**config.mk**
```make
export PLATFORM = sky130hd
export DESIGN_NAME = remote_select
export DESIGN_NICKNAME = d
export VERILOG_FILES = /design/src/hdl/remote_select_pkg.sv /design/src/hdl/remote_select.sv
export SDC_FILE = /design/constraint.sdc
export NUM_CORES = 1
export LEC_CHECK = 0
export ABC_AREA = 1
export BUFFER_PORTS_ARGS = -buffer_cell sky130_fd_sc_hd__buf_4
export CORE_MARGIN = 2
export CORE_UTILIZATION = 40
export DETAILED_ROUTE_END_ITERATION = 12
export GPL_TIMING_DRIVEN = 0
export PLACE_DENSITY_LB_ADDON = 0.1
export SLEW_MARGIN = 15
export SYNTH_ARGS = -nofsm -noshare
export SYNTH_HDL_FRONTEND = slang
export SYNTH_SLANG_ARGS = --single-unit
```
**constraint.sdc**
```tcl
create_clock -name clk -period 3.4 [get_ports clk]
set_input_delay 0.17 -clock clk [delete_from_list [all_inputs] [get_ports clk]]
set_output_delay 0.17 -clock clk [all_outputs]
set_load 0.01 [all_outputs]
```
**src/hdl/remote_select_pkg.sv**
```systemverilog
// constants and types for the remote interface selector and serial port
// Contract
// RL1: Only one remote interface, parallel bus or serial, is active at a time.
// RL2: Selecting the parallel bus turns on the built-in instrument bus interface.
// RL3: Selecting off disables both interfaces so that no remote traffic is taken.
// RL4: The bus address lies in 0 to 30, defaults to 12, and only that address is answered.
// RL5: The serial bit rate is one of 1200, 2400, 4800 or 9600, default 9600, same on both ends.
// RL6: In software flow control XON and XOFF signal readiness, default mode, and the partner obeys.
// RL7: In hardware flow control RTS and CTS signal readiness and the partner obeys them.
// RL8: Each character is one start bit, eight data bits, one stop bit and no parity.
// RL9: The chosen handshake mode is the only way readiness to receive is signalled.
// RL10: Interface, address, bit rate and handshake are kept until changed, not reset by preset.
// RL11: In software mode XOFF is sent when the receive buffer nears full and XON when space frees.
package remote_select_pkg;
    typedef enum logic [1:0] {IF_BUS, IF_SERIAL, IF_OFF} iface_e;
    typedef enum logic [1:0] {BAUD_1200, BAUD_2400, BAUD_4800, BAUD_9600} baud_e;
    typedef enum logic {HS_XON, HS_RTS} hs_e;
    typedef enum logic [1:0] {RX_IDLE, RX_START, RX_DATA, RX_STOP} rx_e;

    localparam int unsigned CLK_HZ = 200_000_000;
    localparam int unsigned RATE_1200 = 1200;
    localparam int unsigned RATE_2400 = 2400;
    localparam int unsigned RATE_4800 = 4800;
    localparam int unsigned RATE_9600 = 9600;
    localparam int DIV_W = 18;
    localparam logic [4:0] ADDR_MAX = 5'h1E;
    localparam logic [4:0] ADDR_DEFAULT = 5'h0C;
    localparam logic [3:0] FRAME_BITS = 4'hA;
    localparam logic [2:0] DATA_LAST = 3'h7;
    localparam logic [7:0] XON_CHAR = 8'h11;
    localparam logic [7:0] XOFF_CHAR = 8'h13;
    localparam int FIFO_DEPTH = 4;
    localparam logic [2:0] FIFO_FULL = 3'h4;
    localparam logic [2:0] FIFO_HIGH = 3'h3;
    localparam logic [2:0] FIFO_LOW = 3'h1;

    typedef struct packed {
        iface_e iface;
        logic [4:0] addr;
        baud_e baud;
        hs_e hs;
    } cfg_s;

    localparam cfg_s CFG_DEFAULT = '{iface: IF_BUS, addr: ADDR_DEFAULT, baud: BAUD_9600,
                                     hs: HS_XON};

    typedef struct packed {
        cfg_s cfg;
        logic cfg_bad;
        logic txd;
        logic rts_n;
        logic tx_busy;
        logic [DIV_W-1:0] tx_cnt;
        logic [3:0] tx_left;
        logic [8:0] tx_sh;
        logic xoff_sent;
        logic peer_paused;
        rx_e rx_st;
        logic [DIV_W-1:0] rx_cnt;
        logic [2:0] rx_bit;
        logic [7:0] rx_sh;
        logic rx_overrun;
        logic rx_frame_err;
        logic [FIFO_DEPTH-1:0][7:0] fifo;
        logic [1:0] wp;
        logic [1:0] rp;
        logic [2:0] cnt;
    } state_s;
endpackage

```
**src/hdl/remote_select.sv**
```systemverilog
// remote interface selection, bus address match and serial port with flow control
`timescale 1ns/10ps
`default_nettype none
module remote_select
    import remote_select_pkg::*;
#(
    parameter int unsigned DIV_1200 = CLK_HZ / RATE_1200,
    parameter int unsigned DIV_2400 = CLK_HZ / RATE_2400,
    parameter int unsigned DIV_4800 = CLK_HZ / RATE_4800,
    parameter int unsigned DIV_9600 = CLK_HZ / RATE_9600
) (
    input wire logic clk,
    input wire logic rst,
    input wire logic cfg_wr,
    input wire cfg_s cfg_in,
    output cfg_s cfg_out,
    output logic cfg_bad,
    output logic bus_en,
    input wire logic [4:0] bus_addr_in,
    output logic bus_addr_hit,
    output logic ser_en,
    output logic txd,
    input wire logic rxd,
    output logic rts_n,
    input wire logic cts_n,
    input wire logic [7:0] tx_data,
    input wire logic tx_valid,
    output logic tx_ready,
    output logic [7:0] rx_data,
    output logic rx_valid,
    input wire logic rx_ready,
    output logic rx_overrun,
    output logic rx_frame_err
);
    state_s s_reg;
    state_s s_next;
    logic [DIV_W-1:0] div_sel;
    logic ser_on;
    logic paused;
    logic send_xoff;
    logic send_xon;
    logic push;
    logic pop;

    always_comb begin
        unique case (s_reg.cfg.baud)
            BAUD_1200: div_sel = DIV_W'(DIV_1200 - 1);
            BAUD_2400: div_sel = DIV_W'(DIV_2400 - 1);
            BAUD_4800: div_sel = DIV_W'(DIV_4800 - 1);
            BAUD_9600: div_sel = DIV_W'(DIV_9600 - 1);
        endcase
    end

    assign ser_on = (s_reg.cfg.iface == IF_SERIAL); // [RL1] [RL3]
    // peer pause source follows the handshake mode only
    assign paused = (s_reg.cfg.hs == HS_RTS) ? cts_n : s_reg.peer_paused; // [RL6] [RL7] [RL9]
    assign send_xoff = ser_on && s_reg.cfg.hs == HS_XON && !s_reg.xoff_sent
        && s_reg.cnt >= FIFO_HIGH; // [RL11]
    assign send_xon = ser_on && s_reg.cfg.hs == HS_XON && s_reg.xoff_sent
        && s_reg.cnt <= FIFO_LOW; // [RL11]
    // flow-control characters go out ahead of user data
    assign tx_ready = ser_on && !s_reg.tx_busy && !send_xoff && !send_xon && !paused;
    assign rx_valid = (s_reg.cnt != 3'h0);
    assign rx_data = s_reg.fifo[s_reg.rp];
    assign pop = rx_valid && rx_ready;

    always_comb begin
        s_next = s_reg;
        push = 1'b0;
        s_next.cfg_bad = 1'b0;
        s_next.rx_overrun = 1'b0;
        s_next.rx_frame_err = 1'b0;
        // settings change only on an explicit write or on rst, which loads CFG_DEFAULT
        if (cfg_wr) begin // [RL10]
            if (cfg_in.addr > ADDR_MAX) begin
                s_next.cfg_bad = 1'b1; // [RL4]
            end else begin
                s_next.cfg = cfg_in;
            end
        end
        // transmitter: start, 8 data, stop, lsb first
        if (!s_reg.tx_busy) begin
            if (send_xoff || send_xon || (tx_valid && tx_ready)) begin
                s_next.tx_busy = 1'b1;
                s_next.txd = 1'b0; // [RL8]
                s_next.tx_left = FRAME_BITS - 4'h1;
                s_next.tx_cnt = div_sel; // [RL5]
                s_next.tx_sh = {1'b1, send_xoff ? XOFF_CHAR : (send_xon ? XON_CHAR : tx_data)};
                s_next.xoff_sent = send_xoff ? 1'b1 : (send_xon ? 1'b0 : s_reg.xoff_sent);
            end
        end else if (s_reg.tx_cnt != '0) begin
            s_next.tx_cnt = s_reg.tx_cnt - DIV_W'(1);
        end else if (s_reg.tx_left == 4'h0) begin
            s_next.tx_busy = 1'b0;
            s_next.txd = 1'b1;
        end else begin
            s_next.txd = s_reg.tx_sh[0];
            s_next.tx_sh = {1'b1, s_reg.tx_sh[8:1]};
            s_next.tx_left = s_reg.tx_left - 4'h1;
            s_next.tx_cnt = div_sel;
        end
        // receiver samples each bit in its middle
        unique case (s_reg.rx_st)
            RX_IDLE: begin
                if (ser_on && !rxd) begin
                    s_next.rx_st = RX_START;
                    s_next.rx_cnt = div_sel >> 1;
                end
            end
            RX_START: begin
                if (s_reg.rx_cnt != '0) begin
                    s_next.rx_cnt = s_reg.rx_cnt - DIV_W'(1);
                end else if (rxd) begin
                    s_next.rx_st = RX_IDLE;
                end else begin
                    s_next.rx_st = RX_DATA;
                    s_next.rx_cnt = div_sel;
                    s_next.rx_bit = 3'h0;
                end
            end
            RX_DATA: begin
                if (s_reg.rx_cnt != '0) begin
                    s_next.rx_cnt = s_reg.rx_cnt - DIV_W'(1);
                end else begin
                    s_next.rx_sh = {rxd, s_reg.rx_sh[7:1]};
                    s_next.rx_cnt = div_sel;
                    s_next.rx_bit = s_reg.rx_bit + 3'h1;
                    if (s_reg.rx_bit == DATA_LAST) begin
                        s_next.rx_st = RX_STOP;
                    end
                end
            end
            RX_STOP: begin
                if (s_reg.rx_cnt != '0) begin
                    s_next.rx_cnt = s_reg.rx_cnt - DIV_W'(1);
                end else begin
                    s_next.rx_st = RX_IDLE;
                    if (!rxd) begin
                        s_next.rx_frame_err = 1'b1; // [RL8]
                    end else if (s_reg.cfg.hs == HS_XON && s_reg.rx_sh == XOFF_CHAR) begin
                        s_next.peer_paused = 1'b1; // [RL6]
                    end else if (s_reg.cfg.hs == HS_XON && s_reg.rx_sh == XON_CHAR) begin
                        s_next.peer_paused = 1'b0; // [RL6]
                    end else if (s_reg.cnt == FIFO_FULL && !pop) begin
                        s_next.rx_overrun = 1'b1;
                    end else begin
                        push = 1'b1;
                    end
                end
            end
        endcase
        if (push) begin
            s_next.fifo[s_reg.wp] = s_reg.rx_sh;
            s_next.wp = s_reg.wp + 2'h1;
        end
        if (pop) begin
            s_next.rp = s_reg.rp + 2'h1;
        end
        s_next.cnt = s_reg.cnt + {2'h0, push} - {2'h0, pop};
        if (s_reg.cfg.hs != HS_XON) begin
            s_next.xoff_sent = 1'b0; // [RL9]
            s_next.peer_paused = 1'b0;
        end
        // leaving the serial port drops half-done traffic at once, so off is silent at once
        if (s_next.cfg.iface != IF_SERIAL) begin // [RL3]
            s_next.tx_busy = 1'b0;
            s_next.txd = 1'b1;
            s_next.rx_st = RX_IDLE;
            s_next.cnt = 3'h0;
            s_next.rp = s_next.wp;
            s_next.xoff_sent = 1'b0;
            s_next.peer_paused = 1'b0;
        end
        // rts only carries readiness in hardware mode, held asserted in software mode, deasserted when serial is not selected
        if (s_next.cfg.iface != IF_SERIAL) begin
            s_next.rts_n = 1'b1;
        end else if (s_next.cfg.hs == HS_RTS) begin
            s_next.rts_n = (s_next.cnt >= FIFO_HIGH); // [RL7] [RL9]
        end else begin
            s_next.rts_n = 1'b0;
        end
    end

    always_ff @(posedge clk or posedge rst) begin
        if (rst) begin
            s_reg <= '{cfg: CFG_DEFAULT, txd: 1'b1, rts_n: 1'b1, tx_sh: 9'h1FF,
                       rx_st: RX_IDLE, default: '0};
        end else begin
            s_reg <= s_next;
        end
    end

    assign cfg_out = s_reg.cfg;
    assign cfg_bad = s_reg.cfg_bad;
    assign bus_en = (s_reg.cfg.iface == IF_BUS); // [RL1] [RL2]
    assign bus_addr_hit = bus_en && (bus_addr_in == s_reg.cfg.addr); // [RL4]
    assign ser_en = ser_on;
    assign txd = s_reg.txd;
    assign rts_n = s_reg.rts_n;
    assign rx_overrun = s_reg.rx_overrun;
    assign rx_frame_err = s_reg.rx_frame_err;
endmodule
`default_nettype wire

```
After elaboration in Yosys (flattened, before gate mapping):

Cells that the tools add are included.

* logic and storage cells: 192
* bits of input ports: 30
* register bits after elaboration: 119

* reductions and logical operators: 52
* eq/ne operators: 30
* $add $sub $neg: 8
* order comparisons: 7
* bitwise gates (word level): 3
* muxes and demuxes: 66

Operator list (number)
* $pmux 20 s4: 1
* $mux 18: 4
* $pmux 18 s4: 1
* $reduce_bool 18->1: 2
* $sub 18x1->18 const B: 2
* $mux 33: 1
* $bwmux 32: 1
* $mux 32: 1
* $mux 8: 4
* $mux 31: 1
* $mux 1: 30
* $mux 11: 2
* $mux 21: 1
* $ne 3x3->1 const B: 7
* $mux 20: 1
* $mux 2: 9
* $logic_and 1x1->1: 17
* $bmux 8 s2: 1
* $demux 8 s2: 1
* $eq 8x5->1 const B: 2
* $reduce_bool 3->1: 5
* $ne 2x2->1 const B: 7
* $mux 13: 1
* $mux 10: 1
* other kinds (32): 63

Depth between registers and ports, before layout:

Gate-level depths: netlist (run 1).

* depth in word-level cells: 16
* depth in mapped cells: 16

Worst setup path after synthesis (run 1):

No wires, ideal clock.

* kind: flip-flop to flip-flop
* start: reg s_reg[52] (netlist bit)
* end: reg s_reg, in the netlist rts_n
* stages on the path, launching flop included: 17
* data arrival time: 2531 ps
* slack: 807 ps
* data required time: 3338 ps
* period minus slack after synthesis: 2593 ps
* path buffers: 0
* path through: dfrtp_1 inv_1 ha_1 nand3_1 nor2_2 nand2_4 nor2_8 nand3_1 ha_1 inv_1 ha_1 fa_1 xnor2_1 nand2_1 nand2_1 nand2_1 nand2_1

RTL lines
* from (decl): RTL line remote_select.sv:35 `state_s s_reg;`
* from (signal assigned): RTL line remote_select.sv:186 `s_reg <= '{cfg: CFG_DEFAULT, txd: 1'b1, rts_n: 1'b1, tx_sh: 9'h1FF,`
* from (signal assigned): RTL line remote_select.sv:189 `s_reg <= s_next;`

==> results of run 1 <==
-- routing by layer --
layer  vias to the layer above  part of all wire, %  wire length (um)
met4                         0                  1.3               247
li1                       3505                    -                 -
met3                        20                  4.0               779
met2                       117                   44              8600
met5                         -                    0                 0
met1                      3020                   50              9780
-- placed cells by master (no fill, tap or decap), drive strengths merged --
| cell type | count |
|---|---|
| nand2 | 321 |
| inv | 161 |
| nor2 | 128 |
| dfrtp | 104 |
| o21ai | 91 |
| buf | 86 |
| nand3 | 81 |
| a21oi | 51 |
| clkbuf | 29 |
| ha | 20 |
| xor2 | 15 |
| dfstp | 15 |
| dlygate4sd3 | 9 |
| xnor2 | 8 |
| nand3b | 6 |
| mux2 | 5 |
| nor3 | 4 |
| o22ai | 4 |
| or2 | 4 |
| o211ai | 4 |
| clkinv | 4 |
| nand4 | 3 |
| bufinv | 3 |
| clkinvlp | 2 |
| o31ai | 1 |
| a41oi | 1 |
| o2111a | 1 |
| a21o | 1 |
| fa | 1 |
-- metrics by stage --
step | setup TNS (ns) | power (mW) | hold WS, ns | instances | worst slack [ns]
finish | 0 | 4.88 | 0.0158 | 1397 | 0.460
detailed placement | 0 | 3.03 | 0.273 | 1357 | 0.462
global placement | -171.37 | 3.03 | 0.409 | 1356 | -1.62
global route | 0 | 5.22 | 0.0259 | 1397 | 0.144
floorplan | 0 | 2.72 | 0.236 | 1065 | 0.0974
CTS | 0 | 4.94 | 0.000864 | 1397 | 0.432
-- what timing repair did --
action | 4_1_cts | 5_1_grt
resized for setup | 0 | 0
hold buffers | 9 | 0
endpoints found under the hold margin | 52 | 0
-- cell families (layout without fill, tap and decap cells) --
group / Yosys count / after routing / synth area share [%]
simple gates: 547 / 547 / 31.6
buf+inv: 196 / 294 / 11.1
compound gates: 154 / 154 / 10.7
flops: 119 / 119 / 39.6
xor+xnor: 23 / 23 / 2.67
fa+ha+maj: 21 / 21 / 3.58
mux: 5 / 5 / 0.745
-- worst max-delay path, stage by stage (launching register included) --
cell	delay, ns
dfrtp_1	0.38
inv_1	0.15
ha_1	0.16
nand3_1	0.09
nor2_2	0.27
nand2_4	0.13
nor2_8	0.25
nand3_1	0.12
ha_1	0.29
inv_1	0.04
ha_1	0.18
fa_1	0.37
xnor2_1	0.17
nand2_1	0.09
nand2_1	0.09
nand2_1	0.04
nand2_1	0.05
-- how the worst max path moves through the flow --
stage               from         end  slack (ns)  depth (start not counted)
4_1_cts        s_reg[52]       rts_n        0.43                         16
3_5_place_dp   s_reg[52]       rts_n        0.46                         16
5_1_grt        s_reg[52]       rts_n        0.14                         16
6_report       s_reg[52]       rts_n        0.46                         16
3_3_place_gp         rst  cfg_out[7]       -1.62                          2
2_1_floorplan        rst     cfg_bad         0.1                          1
-- power breakdown --
group	internal, mW	switching (mW)	total (mW)
clock	1.22	0.633	1.85
sequential	1.61	0.217	1.83
combinational	0.467	0.730	1.20
total	3.30	1.58	4.88
-- area by class of cell --
type | count | area (um^2)
buffer | 34 | 230
clock buffer | 23 | 488
clock inverter | 8 | 120
fill | 1927 | 9630
inverter | 162 | 616
multi-input combinational | 750 | 3720
sequential | 119 | 3000
tap | 234 | 293
timing repair buffer | 67 | 546
==> out/qor.txt, run 1 <==
run status = finished, final reports clean
number of port buffers = 57
H-tree Lvls = 4
worst flop-to-flop path startpoint = s_reg[52]
fraction of post-synthesis cell area in the top cell type by area = 34.4%
most used routing layer = met2
synth-to-layout area growth = 19.2%
fraction of final layout cells with drive strength greater than 1 = 15.3%
Final Setup Violations = 0
critical path data required time = 3.76 ns
last weighted congestion value of the routability-driven placer = 0.864
startpoint type of the worst setup path = flip-flop
number of clock sinks seen by CTS = 119
Antenna Nets Post-Route = 0
unrepaired setup endpoints after global routing = false
post-synthesis instance total = 1,065
endpoint with the worst hold slack = cfg_bad
Maximum Capacitance Violations = 0
final worst path period need = 2.94 ns
via count of the first global-routing pass = 6,455
per-cell via count in the routed design = 4.77
capture point of the worst reg-to-reg path = rts_n
average routed wire per standard cell = 13.9 um
post-synthesis sequential element count = 119
Rel. slew slack = 54.7%
Critical Path Sink Type = flip-flop
Std-Cell Core Area = 0.0186 mm^2
Top-Level Pins = 58
leakage power summed over all cells = 4.56 nW
Root Buffer Master = clkbuf_16
number of hold-slack violations in the final timing report = 0
final non-filler cell area = 0.00901 mm^2
Max clock buf depth = 2
most numerous cell in the Yosys netlist = nand2_1
initial drt markers = 414
flip-flop count of the largest register after layout = 104
initial core utilization = 40.5%
HPWL reported at the end of detailed placement = 14,300 um
clock insertion delay at the later pin of the skew report = 0.42 ns
overflow left after global routing = 0
leading cell types by total area after synthesis = dfrtp_1 (34%), nand2_1 (15%), inv_1 (7.6%), nor2_1 (5.6%), dfstp_2 (5.2%)
share of synthesized flip-flops with an asynchronous set or reset = 100%
Die X = 141 um
post-route clock skew = 0.0105 ns
post-placement cell area = 0.00831 mm^2
number of antenna repair diodes = 0
Yosys Warn Count = 0
num rows = 50
Die Y = 141 um
Global Route met3 Usage = 4.96%
CP Max Fanout = 10
worst setup path class = flip-flop to flip-flop
wire length after detailed routing = 19,400 um
wire length of the first global-routing pass = 32,800 um
pin count of the biggest net entering global routing = 65
Post-Syn Area = 0.00756 mm^2
buffers inserted during post-CTS setup optimization = 0
First-pass DRT Iterations = 5
Reg2Reg Depth = 16
die area = 0.0200 mm^2
unique cell type count in the Yosys netlist = 41
Seq/Total Area, Yosys = 39.6%
type of the tightest min-delay check = input port to flip-flop
core utilization of the finished layout = 48.3%
average footprint of a synthesized cell = 7.10 um^2
cell taking the most area after synthesis = dfrtp_1
initial antenna violation count = 0
vias after detailed routing = 6,662
total clock buffers created by CTS = 17
net count after synthesis = 1,116
met2 track utilization from global routing = 31.8%
Primary FF master, synth = dfrtp_1
GR Util All Layers = 20.6%
number of flops mapped to enable cells by yosys = 0
total number of nets in the final design = 1,202
fmax = 340 MHz
Worst EP arrival = 3.30 ns
TritonCTS clock tree = yes
M1 GR Usage = 29.1%
peak ir drop on the vdd network = 0.000347 V
cell depth of the worst hold path = 3
most numerous cell types in the synthesized netlist = nand2_1 (312), inv_1 (153), nor2_1 (113), dfrtp_1 (104), nand3_1 (75)
clock edge transition at the registers on the reported setup and hold paths = 0.06 ns
register-to-register setup slack = 0.46 ns
post-detailed-route DRC marker count = 0
Slew @ Worst Pin = 0.672 ns
final cycle utilization of the critical path = 86.5%
Slew Limit Fails = 0
power density cells = 542 mW/mm^2
worst min-delay path startpoint = cfg_wr
Note: power is estimated with default switching activity, not from simulation.
==> run 2: changes to the inputs <==
--- a/config.mk
+++ b/config.mk
@@ -12,3 +12,2 @@
 export DETAILED_ROUTE_END_ITERATION = 12
-export GPL_TIMING_DRIVEN = 0
 export PLACE_DENSITY_LB_ADDON = 0.1
==> constraint.sdc (replaced) <==
create_clock -name clk -period 3.4 [get_ports clk]
set_input_delay 0.68 -clock clk [delete_from_list [all_inputs] [get_ports clk]]
set_output_delay 0.68 -clock clk [all_outputs]
set_load 0.01 [all_outputs]
==> run 2 against run 1 <==
Net effect: critical endpoint unchanged; via count decreased by 0.48%; largest power group unchanged; clock power increased by 7%; die area unchanged; first-iteration DRC count increased by 16%.
==> out/qor.txt, run 2 (synthesis results as in run 1) <==
run status = finished, final reports clean (unchanged)
Std-Cell Core Area = 0.0186 mm^2 (unchanged)
power density cells = 568 mW/mm^2 (was 542 mW/mm^2)
worst slack, placed = 0.394 ns (was 0.462 ns)
num rows = 50 (unchanged)
final cycle utilization of the critical path = 89.1% (was 86.5%)
worst setup path class = flip-flop to flip-flop (unchanged)
vias after detailed routing = 6,630 (was 6,662)
switching power summed over all nets = 1.68 mW (was 1.58 mW)
final worst path period need = 3.03 ns (was 2.94 ns)
last weighted congestion value of the routability-driven placer = 0.873 (was 0.864)
GR Util All Layers = 20.3% (was 20.6%)
clock edge transition at the registers on the reported setup and hold paths = 0.06 ns (about the same)
Maximum Capacitance Violations = 0 (unchanged)
overflow left after global routing = 0 (unchanged)
maximum cell stage delay along the critical path = 0.37 ns (was 0.38 ns)
post-route clock skew = 0.00856 ns (was 0.0105 ns)
Critical Path Sink Type = flip-flop (unchanged)
Rel. slew slack = 38.8% (was 54.7%)
most common library cell in the layout ignoring fill and taps = nand2_1 (unchanged)
fraction of final layout cells with drive strength greater than 1 = 14.3% (was 15.3%)
total negative slack = 0 ns (unchanged)
Worst EP arrival = 3.39 ns (was 3.30 ns)
wire length after detailed routing = 19,300 um (was 19,400 um)
initial drt markers = 482 (was 414)
number of clock sinks seen by CTS = 119 (unchanged)
wire length of the first global-routing pass = 32,200 um (was 32,800 um)
number of gates resized after CTS = 0 (unchanged)
TritonCTS clock tree = yes (unchanged)
total number of nets in the final design = 1,165 (was 1,202)
clock insertion delay at the later pin of the skew report = 0.42 ns (about the same)
Final Setup Violations = 0 (unchanged)
hold slack final = 0.436 ns (was 0.0158 ns)
fraction of power consumed by sequential logic = 36.5% (was 37.5%)
flip-flop count of the largest register after layout = 104 (unchanged)
CP Cell Sequence = inv_1 -> ha_1 -> nand3_1 -> nor2_2 -> nand2_4 -> nor2_8 -> nand3_1 -> ha_1 -> inv_1 -> ha_1 -> fa_1 -> xnor2_1 -> nand2_1 -> nand2_1 -> nand2_1 -> nand2_1 (unchanged)
Slew Limit Fails = 0 (unchanged)
post-detailed-route DRC marker count = 0 (unchanged)
Top-Level Pins = 58 (unchanged)
startpoint type of the worst setup path = flip-flop (unchanged)
number of hold-slack violations in the final timing report = 0 (unchanged)
die area = 0.0200 mm^2 (unchanged)
CP Max Fanout = 14 (was 10)
total clock buffers created by CTS = 17 (unchanged)
initial antenna violation count = 0 (unchanged)
internal power of the cells = 3.30 mW (about the same)
combinational group share of total power = 23.7% (was 24.5%)
First-pass DRT Iterations = 5 (unchanged)
HPWL reported at the end of detailed placement = 14,000 um (was 14,300 um)
type of the tightest min-delay check = input port to asynchronous set/reset pin (was input port to flip-flop)
worst flop-to-flop path startpoint = s_reg[52] (unchanged)
final non-filler cell area = 0.00877 mm^2 (was 0.00901 mm^2)
Max clock buf depth = 2 (unchanged)
Slew @ Worst Pin = 0.916 ns (was 0.672 ns)
pin count of the biggest net entering global routing = 45 (was 65)
number of antenna repair diodes = 0 (unchanged)
Final Worst Setup Slack = 0.371 ns (was 0.460 ns)
highest-count cells in the layout ignoring fill and taps = nand2_1 (312), inv_1 (152), nor2_1 (113) (unchanged)
unrepaired setup endpoints after global routing = false (unchanged)
fmax = 330 MHz (was 340 MHz)
average routed wire per standard cell = 14.2 um (was 13.9 um)
initial core utilization = 40.5% (unchanged)
number of port buffers = 57 (unchanged)
critical path data required time = 3.76 ns (about the same)
Antenna Nets Post-Route = 0 (unchanged)
H-tree Lvls = 4 (unchanged)
buffers plus inverters on the worst setup path = 2 (unchanged)
per-cell via count in the routed design = 4.87 (was 4.77)
Die X = 141 um (unchanged)
Clk network pwr share = 39.8% (was 38.0%)
peak ir drop on the vdd network = 0.000315 V (was 0.000347 V)
Top delay family on crit path = simple AND/OR/NAND/NOR gates (unchanged)
buffers inserted during post-CTS setup optimization = 0 (unchanged)
Die Y = 141 um (unchanged)
slowest library cell on the worst path = dfrtp_1 (unchanged)
leakage power summed over all cells = 4.42 nW (was 4.56 nW)
cell seen most often among critical-path stages = nand2_1 (unchanged)
post-placement cell area = 0.00813 mm^2 (was 0.00831 mm^2)
sw frac = 33.8% (was 32.4%)
post-route total power = 4.99 mW (was 4.88 mW)
Root Buffer Master = clkbuf_16 (unchanged)
synth-to-layout area growth = 16.1% (was 19.2%)
via count of the first global-routing pass = 6,288 (was 6,455)
hold buffer count at CTS = 0 (was 9)
launch point of the worst path = s_reg[52] (unchanged)
run 2: worst paths after layout:
check	cells after the start	slack, ns	end
worst min-delay path	2	0.44	cfg_bad
min in group clk	2	0.48	s_reg[78]
max in group asynchronous	3	2.20	s_reg[80]
worst max-delay path	16	0.37	rts_n
worst min register to register	2	0.48	s_reg[78]
worst max register to register	16	0.37	rts_n
run 2: worst register-to-register path, cell delays in order, from the launching register on:
cell and delay, ns:
dfrtp_1 0.37, inv_1 0.14, ha_1 0.17, nand3_1 0.10
nor2_2 0.27, nand2_4 0.21, nor2_8 0.27, nand3_1 0.12
ha_1 0.30, inv_1 0.04, ha_1 0.18, fa_1 0.37
xnor2_1 0.16, nand2_1 0.08, nand2_1 0.09, nand2_1 0.05
nand2_1 0.06
run 2: layout make-up:
cell class	count	area (um^2)
clock inverters	15	219
multi-input cells	750	3720
inverters	162	614
repair buffers	64	505
flip-flops and latches	119	3000
well taps	234	293
clock buffers	17	425
fillers	1941	9870
run 2: power groups by stage:
| stage | logic, mW | clock network [mW] | registers (mW) |
|---|---|---|---|
| finish | 1.18 | 1.98 | 1.82 |
| global placement | 1.18 | 0 | 1.84 |
| floorplan | 0.934 | 0 | 1.79 |
| detailed placement | 1.18 | 0 | 1.84 |
| global route | 1.36 | 2.09 | 1.85 |
| CTS | 1.19 | 2.02 | 1.82 |
run 2: routing by layer:
layer	share of wire (%)	wire length (um)	global-route usage [%]	vias to the layer above
li1	-	-	-	3427
met1	50	9660	28.7	3063
met2	45	8690	32.0	123
met3	3.5	669	3.48	17
met4	1.2	236	6.16	0
met5	0	0	0	-
run 2: through the flow:
stage	utilization [%]	std cells
floorplan	-	1065
global placement	43.6	1329
detailed placement	43.6	1329
CTS	47.1	1361
global route	47.1	1361
finish	47.1	1361
==> run 3: changes to the inputs <==
- GPL_TIMING_DRIVEN: default -> 0
- PLACE_DENSITY_LB_ADDON: 0.1 -> 0.05
- SETUP_SLACK_MARGIN: default -> 0.4
==> run 3 against run 2 <==
Net effect: via count increased by 2.0%; worst setup slack improved by 0.24 ns; combinational power about the same; critical path type is now flip-flop to primary output; critical endpoint is now rx_data[5]; largest cell class unchanged.
==> out/qor.txt, run 3 (synthesis results as in run 1) <==
initial antenna violation count = 0 (unchanged)
First-pass DRT Iterations = 5 (unchanged)
Maximum Capacitance Violations = 0 (unchanged)
number of clock sinks seen by CTS = 119 (unchanged)
highest-count cells in the layout ignoring fill and taps = nand2_1 (312), inv_1 (152), nor2_1 (113) (unchanged)
Critical Path Sink Type = primary output (was flip-flop)
Final Setup Violations = 0 (unchanged)
synth-to-layout area growth = 19.1% (was 16.1%)
wire length after detailed routing = 19,800 um (was 19,300 um)
last weighted congestion value of the routability-driven placer = 0.829 (was 0.873)
H-tree Lvls = 4 (unchanged)
Slew @ Worst Pin = 0.687 ns (was 0.916 ns)
post-detailed-route DRC marker count = 0 (unchanged)
peak ir drop on the vdd network = 0.000326 V (was 0.000315 V)
type of the tightest min-delay check = input port to asynchronous set/reset pin (unchanged)
final worst path period need = 2.79 ns (was 3.03 ns)
startpoint type of the worst setup path = flip-flop (unchanged)
initial core utilization = 40.5% (unchanged)
final cycle utilization of the critical path = 82.0% (was 89.1%)
Antenna Nets Post-Route = 0 (unchanged)
run status = finished, final reports clean (unchanged)
number of port buffers = 57 (unchanged)
final cell count without fillers = 1,393 (was 1,361)
per-cell via count in the routed design = 4.85 (was 4.87)
vias after detailed routing = 6,763 (was 6,630)
num rows = 50 (unchanged)
Max clock buf depth = 2 (unchanged)
Top-Level Pins = 58 (unchanged)
number of hold-slack violations in the final timing report = 0 (unchanged)
unrepaired setup endpoints after global routing = true (was false)
TritonCTS clock tree = yes (unchanged)
post-route clock skew = 0.0108 ns (was 0.00856 ns)
Std-Cell Core Area = 0.0186 mm^2 (unchanged)
total negative slack = 0 ns (unchanged)
Die X = 141 um (unchanged)
cell count after placement = 1,359 (was 1,329)
total number of nets in the final design = 1,197 (was 1,165)
fmax = 358 MHz (was 330 MHz)
most common library cell in the layout ignoring fill and taps = nand2_1 (unchanged)
Worst EP arrival = 2.11 ns (was 3.39 ns)
Rel. slew slack = 54.1% (was 38.8%)
die area = 0.0200 mm^2 (unchanged)
number of antenna repair diodes = 0 (unchanged)
clock edge transition at the registers on the reported setup and hold paths = 0.05 ns (was 0.06 ns)
leakage power summed over all cells = 4.57 nW (was 4.42 nW)
total clock buffers created by CTS = 17 (unchanged)
Root Buffer Master = clkbuf_16 (unchanged)
fraction of final layout cells with drive strength greater than 1 = 15.9% (was 14.3%)
CP Max Fanout = 10 (was 14)
clock insertion delay at the later pin of the skew report = 0.42 ns (about the same)
critical path data required time = 2.72 ns (was 3.76 ns)
Slew Limit Fails = 0 (unchanged)
Die Y = 141 um (unchanged)
post-route total power = 4.98 mW (was 4.99 mW)
pin count of the biggest net entering global routing = 33 (was 45)
wire length of the first global-routing pass = 33,200 um (was 32,200 um)
GR Util All Layers = 20.9% (was 20.3%)
initial drt markers = 403 (was 482)
via count of the first global-routing pass = 6,408 (was 6,288)
flip-flop count of the largest register after layout = 104 (unchanged)
overflow left after global routing = 0 (unchanged)
worst setup path class = flip-flop to primary output (was flip-flop to flip-flop)
HPWL reported at the end of detailed placement = 14,700 um (was 14,000 um)
power density cells = 554 mW/mm^2 (was 568 mW/mm^2)
Reg2Reg Depth = 15 (was 16)
average routed wire per standard cell = 14.2 um (about the same)
run 3: cell count changes in the layout (fill, tap and decap cells not counted), sizes merged:
cell,before,now
buf,64,90
clkinvlp,3,1
clkbuf,17,30
inv,165,160
run 3: metal layers:
layer	global-route usage (%)	vias up	wire length (um)
met5	0	-	0
met4	5.53	0	242
met3	4.08	19	805
met2	32.3	148	8850
met1	30.2	3110	9900
li1	-	3486	-
run 3: per-stage QoR:
step / util (%) / area [um^2] / hold slack [ns] / setup WS (ns)
2_1_floorplan: - / 7560 / 0.439 / 0.807
3_3_place_gp: 44.4 / 8280 / 0.457 / 0.282
3_5_place_dp: 44.8 / 8340 / 0.456 / 0.446
4_1_cts: 48.2 / 8980 / 0.377 / 0.419
5_1_grt: 48.3 / 9000 / 0.413 / 0.355
6_report: 48.3 / 9000 / 0.367 / 0.610
run 3: final cells by class:
type | count | area, um^2
Sequential cell | 119 | 3000
Inverter | 162 | 614
Tap cell | 234 | 293
Multi-Input combinational cell | 750 | 3730
Clock inverter | 8 | 144
Timing Repair Buffer | 62 | 503
Buffer | 34 | 233
Fill cell | 1896 | 9640
Clock buffer | 24 | 492
run 3: where the power goes:
| group | total [mW] | internal, mW | switching, mW |
|---|---|---|---|
| Sequential | 1.83 | 1.61 | 0.217 |
| Combinational | 1.20 | 0.464 | 0.737 |
| Clock | 1.95 | 1.30 | 0.649 |
| Total | 4.98 | 3.38 | 1.60 |
run 3: worst paths after layout:
path	startpoint	to	slack, ns
max in group asynchronous	rst	s_reg[88]	2.20
min in group clk	s_reg[74]	s_reg[74]	0.47
min reg2reg	s_reg[74]	s_reg[74]	0.47
max reg2reg	s_reg[60]	rts_n	0.66
max	s_reg[3]	rx_data[5]	0.61
min	rst	cfg_out[7]	0.37
run 3: critical path, stage by stage (launching register included):
cell	delay, ns
dfrtp_1	0.36
clkbuf_2	0.21
inv_1	0.22
buf_1	0.42
a21oi_1	0.17
a21oi_1	0.16
buf_4	0.14
run 3: what timing repair did:
| item | 4_1_cts | 5_1_grt |
|---|---|---|
| pin swaps | 0 | 1 |
| setup endpoints to repair | 3 | 5 |
| resized for setup | 1 | 3 |
| hold buffers | 0 | 0 |
| buffers inserted | 0 | 2 |
| hold endpoints to repair | 0 | 0 |
